**config.mk**
```make
export PLATFORM = sky130hd
export DESIGN_NAME = mst_top
export DESIGN_NICKNAME = d
export VERILOG_FILES = /design/src/mst_pkg.sv /design/src/mst_top.sv
export SDC_FILE = /design/constraint.sdc
export NUM_CORES = 1
export LEC_CHECK = 0
export BUFFER_PORTS_ARGS = -buffer_cell sky130_fd_sc_hd__buf_4
export CORE_AREA = 2 2 346 279
export DETAILED_ROUTE_END_ITERATION = 10
export DIE_AREA = 0 0 348 281
export GPL_TIMING_DRIVEN = 0
export PLACE_DENSITY_LB_ADDON = 0.2
export SYNTH_ARGS = -nofsm -noshare
export SYNTH_HDL_FRONTEND = slang
export SYNTH_SLANG_ARGS = --single-unit
```
**constraint.sdc**
```tcl
create_clock -name sys_clk -period 15.6 [get_ports sys_clk]
set_input_delay 0.78 -clock sys_clk [delete_from_list [all_inputs] [get_ports sys_clk]]
set_output_delay 0.78 -clock sys_clk [all_outputs]
set_load 0.02 [all_outputs]
```
**src/mst_pkg.sv**
```systemverilog
// Constants and types for the motor controller self-test block
package mst_pkg;
    // -----------------------------------------------------------------
    // Timing
    // -----------------------------------------------------------------
    localparam int unsigned CLK_HZ = 200_000_000;
    localparam int unsigned PRESS_MIN_S = 3;
    localparam int unsigned PRESS_MAX_S = 15;
    localparam int unsigned OFF_LIMIT_MIN = 30;
    localparam longint unsigned PRESS_MIN_CYC = longint'(PRESS_MIN_S) * CLK_HZ;
    localparam longint unsigned PRESS_MAX_CYC = longint'(PRESS_MAX_S) * CLK_HZ;
    localparam longint unsigned OFF_LIMIT_S = longint'(OFF_LIMIT_MIN) * 60;
    localparam int unsigned STEP_CYC = 4;
    localparam int unsigned PRESS_W = 32;
    localparam int unsigned STEP_W = 8;
    // -----------------------------------------------------------------
    // Widths, positions and reset values
    // -----------------------------------------------------------------
    localparam int unsigned TIME_W = 32;
    localparam int unsigned CNT_W = 16;
    localparam int unsigned HIST_N = 5;
    localparam int unsigned MEAS_W = 32;
    localparam int unsigned N_LED = 5;
    localparam int unsigned N_RELAY = 4;
    localparam int unsigned N_TRIP = 5;
    // LED positions
    localparam int unsigned LED_OPLINK = 0;
    localparam int unsigned LED_POWER = 1;
    localparam int unsigned LED_ALARM = 2;
    localparam int unsigned LED_FALLBACK = 3;
    localparam int unsigned LED_CTLLINK = 4;
    // Trip type positions
    localparam int unsigned TRIP_MINOR = 0;
    localparam int unsigned TRIP_SELFTEST = 1;
    localparam int unsigned TRIP_THERMAL = 2;
    localparam int unsigned TRIP_PHASE = 3;
    localparam int unsigned TRIP_OTHER = 4;
    localparam logic [4:0] LED_RST = 5'h00;
    localparam logic [3:0] RELAY_OPEN = 4'h0;
    localparam logic [31:0] TIME_RST = 32'h0000_0000;
    // Phase sequence encoding: 0 = ABC, 1 = ACB
    localparam logic PHASE_ABC = 1'b0;

    typedef enum logic [3:0] {
        MST_IDLE, MST_WDOG, MST_RAM, MST_THERM, MST_EXP, MST_COMM,
        MST_LED_OFF, MST_LED_SEQ, MST_RELAY, MST_HOLD, MST_OVLD
    } mst_state_e;
endpackage

```
**src/mst_top.sv**
```systemverilog
// Self-test sequencer with trip bookkeeping and clock hold-over
`timescale 1ns/100ps
module mst_top (
    input wire logic sys_clk,
    input wire logic rst_b,
    input wire logic button,
    input wire logic menu_req,
    input wire logic cmd_bit_wr,
    input wire logic cmd_bit_wdata,
    input wire logic selftest_enable,
    input wire logic motor_running,
    input wire logic current_seen,
    input wire logic expansion_present,
    input wire logic wdog_ok,
    input wire logic ram_ok,
    input wire logic therm_ok,
    input wire logic exp_ok,
    input wire logic comm_ok,
    input wire logic phase_cfg,
    input wire logic phase_meas,
    input wire logic phase_valid,
    input wire logic other_trip,
    input wire logic trip_reset,
    input wire logic second_tick,
    input wire logic time_wr,
    input wire logic [31:0] time_wdata,
    input wire logic power_lost,
    input wire logic power_back,
    input wire logic [31:0] off_seconds,
    input wire logic [31:0] measure,
    input wire logic [2:0] hist_sel,
    output logic [4:0] led,
    output logic [3:0] relay_closed_mask,
    output logic display_selftest,
    output logic cmd_bit,
    output logic [4:0] trip_active,
    output logic [31:0] date_time,
    output logic [31:0] trip_stamp,
    output logic [15:0] trip_count,
    output logic [31:0] hist_time,
    output logic [31:0] hist_meas
);
    // -----------------------------------------------------------------
    // Button press timing
    // -----------------------------------------------------------------
    logic [31:0] press_cnt;
    logic button_q;
    logic btn_req;
    always_ff @(posedge sys_clk) begin
        if (!rst_b) begin
            press_cnt <= 32'h0000_0000;
            button_q <= 1'b0;
            btn_req <= 1'b0;
        end else begin
            button_q <= button;
            btn_req <= 1'b0;
            if (button) begin
                if (press_cnt <= 32'(mst_pkg::PRESS_MAX_CYC))
                    press_cnt <= press_cnt + 32'h0000_0001;
            end else begin
                press_cnt <= 32'h0000_0000;
            end
            // Start on release so a press held past the window is rejected
            if (button_q && !button && press_cnt > 32'(mst_pkg::PRESS_MIN_CYC)
                && press_cnt <= 32'(mst_pkg::PRESS_MAX_CYC))
                btn_req <= 1'b1;
        end
    end

    // -----------------------------------------------------------------
    // Sequencer
    // -----------------------------------------------------------------
    mst_pkg::mst_state_e state;
    logic [7:0] step_cnt;
    logic [2:0] led_idx;
    logic any_trip;
    logic request;
    logic step_done;
    logic hold_release;
    assign any_trip = |trip_active;
    assign request = btn_req | menu_req | (cmd_bit_wr & cmd_bit_wdata);
    assign step_done = step_cnt == 8'(mst_pkg::STEP_CYC - 1);
    assign hold_release = trip_reset | btn_req | (button && !button_q);

    always_ff @(posedge sys_clk) begin
        if (!rst_b) begin
            state <= mst_pkg::MST_IDLE;
            step_cnt <= 8'h00;
            led_idx <= 3'h0;
        end else begin
            step_cnt <= step_done ? 8'h00 : step_cnt + 8'h01;
            unique case (state)
                mst_pkg::MST_IDLE: begin
                    step_cnt <= 8'h00;
                    if (request && !any_trip && selftest_enable)
                        state <= motor_running ? mst_pkg::MST_OVLD : mst_pkg::MST_WDOG;
                end
                mst_pkg::MST_OVLD: state <= mst_pkg::MST_IDLE;
                mst_pkg::MST_WDOG: if (step_done) state <= mst_pkg::MST_RAM;
                mst_pkg::MST_RAM: if (step_done) state <= mst_pkg::MST_THERM;
                mst_pkg::MST_THERM: if (step_done)
                    state <= expansion_present ? mst_pkg::MST_EXP : mst_pkg::MST_COMM;
                mst_pkg::MST_EXP: if (step_done) state <= mst_pkg::MST_COMM;
                mst_pkg::MST_COMM: if (step_done) state <= mst_pkg::MST_LED_OFF;
                mst_pkg::MST_LED_OFF: if (step_done) begin
                    state <= mst_pkg::MST_LED_SEQ;
                    led_idx <= 3'h0;
                end
                mst_pkg::MST_LED_SEQ: if (step_done) begin
                    if (led_idx == 3'h3)
                        state <= mst_pkg::MST_RELAY;
                    led_idx <= led_idx + 3'h1;
                end
                mst_pkg::MST_RELAY: if (step_done)
                    state <= (any_trip || !comm_ok) ? mst_pkg::MST_IDLE : mst_pkg::MST_HOLD;
                mst_pkg::MST_HOLD: if (hold_release) state <= mst_pkg::MST_IDLE;
            endcase
            // Motor current or a failed check ends the test early
            if (state != mst_pkg::MST_IDLE && state != mst_pkg::MST_HOLD && any_trip)
                state <= mst_pkg::MST_IDLE;
        end
    end

    logic testing;
    assign testing = state != mst_pkg::MST_IDLE && state != mst_pkg::MST_HOLD
                     && state != mst_pkg::MST_OVLD;

    // -----------------------------------------------------------------
    // LEDs, relays, display and command bit
    // -----------------------------------------------------------------
    logic [4:0] led_seq;
    always_comb begin
        unique case (led_idx)
            3'h0: led_seq = 5'h01 << mst_pkg::LED_OPLINK;
            3'h1: led_seq = 5'h01 << mst_pkg::LED_POWER;
            3'h2: led_seq = 5'h01 << mst_pkg::LED_FALLBACK;
            default: led_seq = 5'h01 << mst_pkg::LED_CTLLINK;
        endcase
    end

    always_ff @(posedge sys_clk) begin
        if (!rst_b) begin
            led <= mst_pkg::LED_RST;
            relay_closed_mask <= mst_pkg::RELAY_OPEN;
            display_selftest <= 1'b0;
        end else begin
            if (state == mst_pkg::MST_LED_OFF)
                led <= 5'h00;
            else if (state == mst_pkg::MST_LED_SEQ)
                led <= led_seq;
            else if (testing || state == mst_pkg::MST_HOLD)
                led <= 5'h1f;
            else
                led <= 5'h01 << mst_pkg::LED_POWER;
            // Relays stay open through the whole test and hold phase
            relay_closed_mask <= (testing || state == mst_pkg::MST_HOLD)
                ? mst_pkg::RELAY_OPEN : 4'hf;
            display_selftest <= testing;
        end
    end

    always_ff @(posedge sys_clk) begin
        if (!rst_b)
            cmd_bit <= 1'b0;
        else
            cmd_bit <= testing || (state == mst_pkg::MST_IDLE && request
                && !any_trip && selftest_enable);
    end

    // -----------------------------------------------------------------
    // Trips
    // -----------------------------------------------------------------
    logic [4:0] trip_set;
    logic check_fail;
    always_comb begin
        check_fail = step_done && ((state == mst_pkg::MST_WDOG && !wdog_ok)
            || (state == mst_pkg::MST_RAM && !ram_ok)
            || (state == mst_pkg::MST_THERM && !therm_ok)
            || (state == mst_pkg::MST_EXP && !exp_ok)
            || (state == mst_pkg::MST_COMM && !comm_ok));
        trip_set = 5'h00;
        trip_set[mst_pkg::TRIP_MINOR] = check_fail;
        trip_set[mst_pkg::TRIP_SELFTEST] = testing && current_seen;
        trip_set[mst_pkg::TRIP_THERMAL] = state == mst_pkg::MST_OVLD;
        trip_set[mst_pkg::TRIP_PHASE] = phase_valid && (phase_meas != phase_cfg);
        trip_set[mst_pkg::TRIP_OTHER] = other_trip;
    end

    // Set wins over a reset arriving in the same cycle
    always_ff @(posedge sys_clk) begin
        if (!rst_b)
            trip_active <= 5'h00;
        else
            trip_active <= (trip_reset ? 5'h00 : trip_active) | trip_set;
    end

    // -----------------------------------------------------------------
    // Internal clock and power-loss hold-over
    // -----------------------------------------------------------------
    logic [31:0] loss_time;
    always_ff @(posedge sys_clk) begin
        if (!rst_b) begin
            date_time <= mst_pkg::TIME_RST;
            loss_time <= mst_pkg::TIME_RST;
        end else begin
            if (power_lost)
                loss_time <= date_time;
            if (time_wr)
                date_time <= time_wdata;
            else if (power_back) begin
                if (off_seconds > 32'(mst_pkg::OFF_LIMIT_S))
                    date_time <= loss_time;
                else
                    date_time <= loss_time + off_seconds;
            end else if (second_tick)
                date_time <= date_time + 32'h0000_0001;
        end
    end

    // -----------------------------------------------------------------
    // Trip stamp, counters and history
    // -----------------------------------------------------------------
    logic [15:0] counts [5];
    logic [31:0] h_time [5];
    logic [31:0] h_meas [5];
    logic [2:0] h_wp;
    logic [4:0] new_trip;
    assign new_trip = trip_set & ~trip_active;

    always_ff @(posedge sys_clk) begin
        if (!rst_b) begin
            trip_stamp <= mst_pkg::TIME_RST;
            h_wp <= 3'h0;
            for (int i = 0; i < 5; i++) begin
                counts[i] <= 16'h0000;
                h_time[i] <= mst_pkg::TIME_RST;
                h_meas[i] <= 32'h0000_0000;
            end
        end else begin
            for (int i = 0; i < 5; i++)
                if (new_trip[i])
                    counts[i] <= counts[i] + 16'h0001;
            if (|new_trip) begin
                trip_stamp <= date_time;
                h_time[h_wp] <= date_time;
                h_meas[h_wp] <= measure;
                h_wp <= (h_wp == 3'h4) ? 3'h0 : h_wp + 3'h1;
            end
        end
    end

    always_ff @(posedge sys_clk) begin
        if (!rst_b) begin
            trip_count <= 16'h0000;
            hist_time <= 32'h0000_0000;
            hist_meas <= 32'h0000_0000;
        end else begin
            trip_count <= (hist_sel < 3'h5) ? counts[hist_sel] : 16'h0000;
            hist_time <= (hist_sel < 3'h5) ? h_time[hist_sel] : 32'h0000_0000;
            hist_meas <= (hist_sel < 3'h5) ? h_meas[hist_sel] : 32'h0000_0000;
        end
    end

    // -----------------------------------------------------------------
    // Checks
    // -----------------------------------------------------------------
    property p_accept;
        @(posedge sys_clk) disable iff (!rst_b)
        (state == mst_pkg::MST_IDLE && request && !any_trip && selftest_enable && !motor_running)
            |=> state == mst_pkg::MST_WDOG ##1 cmd_bit;
    endproperty
    a_accept: assert property (p_accept) else $error("Self test not started");

    property p_refuse;
        @(posedge sys_clk) disable iff (!rst_b)
        (state == mst_pkg::MST_IDLE && (any_trip || !selftest_enable)) |=> state == mst_pkg::MST_IDLE;
    endproperty
    a_refuse: assert property (p_refuse) else $error("Test started while blocked");

    property p_relay;
        @(posedge sys_clk) disable iff (!rst_b)
        testing |=> relay_closed_mask == 4'h0;
    endproperty
    a_relay: assert property (p_relay) else $error("Relay closed in test");

    property p_display;
        @(posedge sys_clk) disable iff (!rst_b)
        testing |=> display_selftest && cmd_bit;
    endproperty
    a_display: assert property (p_display) else $error("Display or command bit low");

    property p_current;
        @(posedge sys_clk) disable iff (!rst_b)
        (testing && current_seen) |=> trip_active[mst_pkg::TRIP_SELFTEST] ##1 state == mst_pkg::MST_IDLE;
    endproperty
    a_current: assert property (p_current) else $error("No self-test trip");

    property p_thermal;
        @(posedge sys_clk) disable iff (!rst_b)
        state == mst_pkg::MST_OVLD |=> trip_active[mst_pkg::TRIP_THERMAL];
    endproperty
    a_thermal: assert property (p_thermal) else $error("No thermal trip");

    property p_phase;
        @(posedge sys_clk) disable iff (!rst_b)
        (phase_valid && phase_meas != phase_cfg) |=> trip_active[mst_pkg::TRIP_PHASE];
    endproperty
    a_phase: assert property (p_phase) else $error("No phase trip");

    property p_stamp;
        @(posedge sys_clk) disable iff (!rst_b)
        (|new_trip) |=> trip_stamp == $past(date_time);
    endproperty
    a_stamp: assert property (p_stamp) else $error("Trip stamp wrong");

    property p_hold;
        @(posedge sys_clk) disable iff (!rst_b)
        (state == mst_pkg::MST_HOLD && !hold_release) |=> led == 5'h1f && relay_closed_mask == 4'h0;
    endproperty
    a_hold: assert property (p_hold) else $error("Hold state outputs wrong");
endmodule

```
* After elaboration in Yosys (flattened, before gate mapping)
Memory sizes are Yosys's and may differ from the RTL's. A register that Yosys moved wholly into a read port is not among the register bits. Cells that the tools add are included.
Word-level totals: bits in registers 164, memory bits (writable) 400, input bits 123, output and inout bits 160, logic and storage cells 189, memories kept 3
Memory list:
- h_meas | depth 5, bits a word 32, read ports 1, clocked after memory_dff 1, wr ports 5, RTL line mst_top.sv:225 | logic [31:0] h_meas [5];
- h_time | depth 5, bits a word 32, read ports 1, clocked after memory_dff 1, wr ports 5, RTL line mst_top.sv:224 | logic [31:0] h_time [5];
- counts | depth 5, bits a word 16, read ports 6, clocked after memory_dff 1, wr ports 5, RTL line mst_top.sv:223 | logic [15:0] counts [5];
Operators by class: $add $sub $neg 11, order comparisons 4, eq/ne operators 29, multiplexer cells 59, bitwise logic cells 14, reduce and logical (&&, ||, !) cells 54
Operator list (number):
- $mux 32 | 6
- $add 16x1->16 const B | 5
- $mux 16 | 5
- $add 32x1->32 const B | 2
- $reduce_or 32->1 | 2
- $mux 4 | 14
- $pmux 4 s11 | 1
- $add 32x32->32 | 1
- $gt 32x11->1 const B | 1
- $gt 32x30->1 const B | 1
- $le 32x32->1 const B | 1
- $mux 1 | 23
- $ne 2x2->1 const B | 11
- $logic_and 1x1->1 | 20
- $eq 4x3->1 const B | 4
- $mux 3 | 5
- $mux 5 | 3
- $pmux 5 s3 | 1
- $eq 4x4->1 const B | 3
- $logic_not 1->1 | 11
- $reduce_and 11->1 | 1
- $reduce_or 5->1 | 2
- $or 1x1->1 | 9
- $add 8x1->8 const B | 1
- other kinds (26) | 38

* Depth between registers and ports, before layout
depth after elaboration 14, depth in mapped cells 13

* Worst setup path after synthesis
Ideal clock, no wire load.
path kind input to register, start input comm_ok, end memory h_meas[5][0], enable pin, setup time 0.565 ns, arrival 6.482 ns, data required time 15.035 ns, setup slack 8.553 ns, cell stages on the path 10, path buffers 2, path through mux2_2 > o221ai_1 > o2111ai_1 > nor2_1 > nor3_1 > o21ai_2 > nand2_1 > clkbuf_1 > buf_2 > nor3_1
RTL lines:
- start: declaration | RTL line mst_top.sv:18 | input wire logic comm_ok,
- end: declaration | RTL line mst_top.sv:225

==> summary.txt <==
Status
  • Status: completed

Cells and area
  • Layout cells sized above 1: 0.188
  • Multi-input logic area: around 14000 um^2
  • Post-Layout Cell Count: roughly 4600
  • Nets: around 3400
  • P&R area growth vs syn: 18.9%
  • Register Area: 22600 um^2
  • FILL cells: about 8400

GRT
  • Remaining global-route overflow: 0
  • Initial antenna violation count: 5
  • GRT Util Overall: 0.218
  • Largest net degree at the start of global routing: 48
  • Vias in the first global route: 25104
  • First-pass GRT wire length: approximately 160 mm

Power and ir drop
  • Clock share of power: 0.384
  • Sw Share: 0.260
  • Peak supply drop: between 0.00008 and 0.00009 V
  • Cell area power density: 125 nW/um^2
  • Switching power: 1.45 mW
  • Combinational share of power: 0.136
  • Internal power: between 4 and 5 mW
  • Reg power frac: 0.479
  • Design Power: between 5 and 6 mW
  • Pleak: about 17 nW

STA
  • Final slew viol count: 0
  • Hold_ws: ~350 ps
  • Skew final: 15.9 ps
  • RSZ-0062 raised after global routing: no
  • Final Critical Period: ~5000 ps
  • Fmax achieved: 204 MHz
  • Fin. Hold Viols: 0
  • Period Utilization, post-route: 0.314
  • Worst Tran Pin Value: about 1300 ps
  • Fin worst setup slack: roughly 11000 ps
  • Setup TNS: 0 ps
  • Max-slew headroom: 0.138
  • Setup violators final: 0

Min path
  • Worst min-delay path class: input port to flip-flop
  • Hold path cells: 1

CTS
  • Cts hold-fix bufs: 0
  • CTS buffer count: 88
  • Sink Count: roughly 830
  • Clk_lat worst skew: 660 ps
  • Clock slew at reported path FFs: about 60 ps
  • Resize count post-CTS: 0
  • Clk buf depth: 3
  • H-Tree Depth: 3
  • Clock Tree Root: clkbuf_16
  • Post-CTS setup buffer count: 0
  • TritonCTS clock tree: done

Yosys
  • Synth warn: 0
  • Synth Instances: roughly 2900
  • Cell Area, Synth: approximately 37000 um^2
  • Synth top area cells: edfxtp_1, dfxtp_1, mux4_2
  • Async S/R FF share, synth: 0
  • Area leader, netlist: edfxtp_1
  • Most frequent cell after synthesis: edfxtp_1
  • Post-synthesis net count: 3032
  • Register area share after synthesis: 0.603
  • Post-synth top area share: 0.474
  • Avg Inst Size Synth: roughly 13 um^2
  • Most used flip-flop cell after synthesis: edfxtp_1
  • Number of synthesized flops with an enable pin: about 590
  • Synthesized flop and latch total: between 800 and 900
  • Top post-synthesis cells by count: edfxtp_1, and2_1, nor2_1
  • Netlist cell types: 74

Route
  • First-pass iteration count of the detailed router: 6
  • Met2 WL: just over 50 mm
  • First-iteration detailed-routing DRC count: between 2000 and 2500
  • DR WL met3: 7.96 mm
  • WL final: 108 mm
  • DR vias/cell: ~5.4
  • # DRC: 0
  • Antenna Violating Nets Remaining: 0
  • Overall via count from detail_route: ~25000
  • Wirelength per Cell: roughly 24 um
  • Metal1 wirelength: 46.2 mm
  • Top sig layer: met5

Setup path
  • Critical Path RT: 15910 ps
  • Critical Path End: h_meas[4][15]$_SDFFCE_PN0P_
  • CP Capture Type: flip-flop
  • R2R Path End: h_meas[4][15]$_SDFFCE_PN0P_
  • Path depth of the worst reg2reg path: 11
  • WP data arrival: around 5200 ps
  • Worst Setup Path Type: flip-flop to flip-flop
  • Worst setup path startpoint: state[3]$_SDFFE_PP0P_
  • Reg2reg start: state[3]$_SDFFE_PP0P_
  • Worst R2R Setup Slack: 10700 ps
  • CP Launch Type: flip-flop
  • Worst-path fanout max: 42

Flow run
  • Max-cap violations: 0

Placed design
  • Setup slack at placement: between 10000 and 15000 ps
  • Cell Count Post-Placement: between 4000 and 5000
  • IO Port Bufs: roughly 280
  • Placer Congestion: 0.885
  • Post-DP HPWL: 77.4 mm

Die
  • Die Area: roughly 98000 um^2
  • IO Pins: around 280
  • # rows: just over 100
  • Die width: about 350 um
  • Core footprint: between 90000 and 100000 um^2
  • Die Ht: 281 um
  • Initial Util: 0.397
## flip-flops by register name (all words and copies together) (netlist names), 4 cells and up
signal       flops
h_meas         256
h_time         256
counts          80
date_time       32
hist_meas       32
hist_time       32
loss_time       32
press_cnt       32
trip_stamp      32
trip_count      16
step_cnt         8
led              5
trip_active      5
state            4
## critical path, stage by stage, from the launching register on
cell      delay (ps)
dfxtp_1          320
buf_2            230
clkinv_1         300
or3_1            520
o22ai_1          170
nor3_1            90
o21ai_2          250
nand2_1          310
clkbuf_1         350
nor3_2          1050
nand2b_4         590
buf_16           340
## worst min path at each step
| stage | start | endpoint | slack, ps |
|---|---|---|---|
| after CTS | measure[4] | h_meas[6][4]$_DFFE_PP_ | 310 |
| after detailed placement | step_cnt[0]$_SDFF_PP0_ | step_cnt[0]$_SDFF_PP0_ | 490 |
| after global routing | measure[4] | h_meas[6][4]$_DFFE_PP_ | 320 |
| after global placement | step_cnt[0]$_SDFF_PP0_ | step_cnt[0]$_SDFF_PP0_ | 450 |
| final | measure[4] | h_meas[6][4]$_DFFE_PP_ | 350 |
| after floorplan | step_cnt[0]$_SDFF_PP0_ | step_cnt[0]$_SDFF_PP0_ | 440 |
## cells by family after synthesis
logic type | count (synthesis) | share of synthesized area
AND/OR/NAND/NOR | 1055 | 0.148
multiplexers | 305 | 0.130
flip-flops | 833 | 0.603
XOR/XNOR | 158 | 0.0369
buffers and inverters | 217 | 0.0224
AO/OA/AOI/OAI | 245 | 0.0432
adder cells (fa/ha/maj) | 48 | 0.0162
## placed cells by master, fill, tap and decap left out, types with 7 or more instances in the layout
cell type | synthesis | final
edfxtp_1 | 592 | 592
and2_1 | 326 | 326
nor2_1 | 283 | 283
buf_4 | 5 | 281
dfxtp_1 | 241 | 241
clkbuf_1 | 146 | 166
mux2i_1 | 159 | 159
mux4_2 | 144 | 144
nand2_1 | 96 | 96
clkbuf_16 | 0 | 92
nor2b_1 | 89 | 89
nand3_1 | 86 | 86
xor2_1 | 84 | 84
xnor2_1 | 74 | 74
a21oi_1 | 67 | 67
o21ai_0 | 54 | 49
ha_1 | 47 | 47
and3_1 | 38 | 38
inv_1 | 35 | 35
nand4_1 | 35 | 35
nor3_1 | 29 | 26
buf_1 | 24 | 24
nor4_1 | 19 | 19
a211oi_1 | 18 | 18
buf_6 | 0 | 17
clkinv_1 | 1 | 15
a21o_1 | 13 | 13
nand2b_1 | 16 | 11
a21boi_0 | 11 | 11
clkinv_2 | 0 | 11
o211ai_1 | 9 | 9
o21a_1 | 8 | 8
bufinv_16 | 0 | 8
nor3b_1 | 7 | 7
clkbuf_8 | 0 | 7
buf_8 | 0 | 7
## cell type report
type                            instances  share of cell area
Sequential cell                       833               0.507
Multi-Input combinational cell       1811               0.316
Timing Repair Buffer                  305              0.0563
Clock buffer                          119              0.0555
Tap cell                             1236              0.0347
Buffer                                181              0.0158
Clock inverter                         46              0.0108
Inverter                               36             0.00303
Antenna cell                            1           0.0000562
## stage by stage
stage / utilization / cell area (um^2)
global placement: 0.435 / 41100
CTS: 0.472 / 44500
finish: 0.472 / 44500
detailed placement: 0.441 / 41600
floorplan: - / 37500
global route: 0.472 / 44500
## power by group through the flow
stage	Clock [mW]	Combinational [mW]	Sequential [mW]
2_1_floorplan	0	0.420	2.73
3_3_place_gp	0	0.739	2.72
3_5_place_dp	0	0.764	2.72
4_1_cts	2.19	0.766	2.67
5_1_grt	2.27	0.818	2.69
6_report	2.14	0.761	2.67
## routing by layer
layer  GRT usage  vias up
li1            -    11251
met1       0.294    12395
met2       0.356      949
met3      0.0442      183
met4      0.0629       10
met5           0        -
Power figures use the tool's default switching activity.
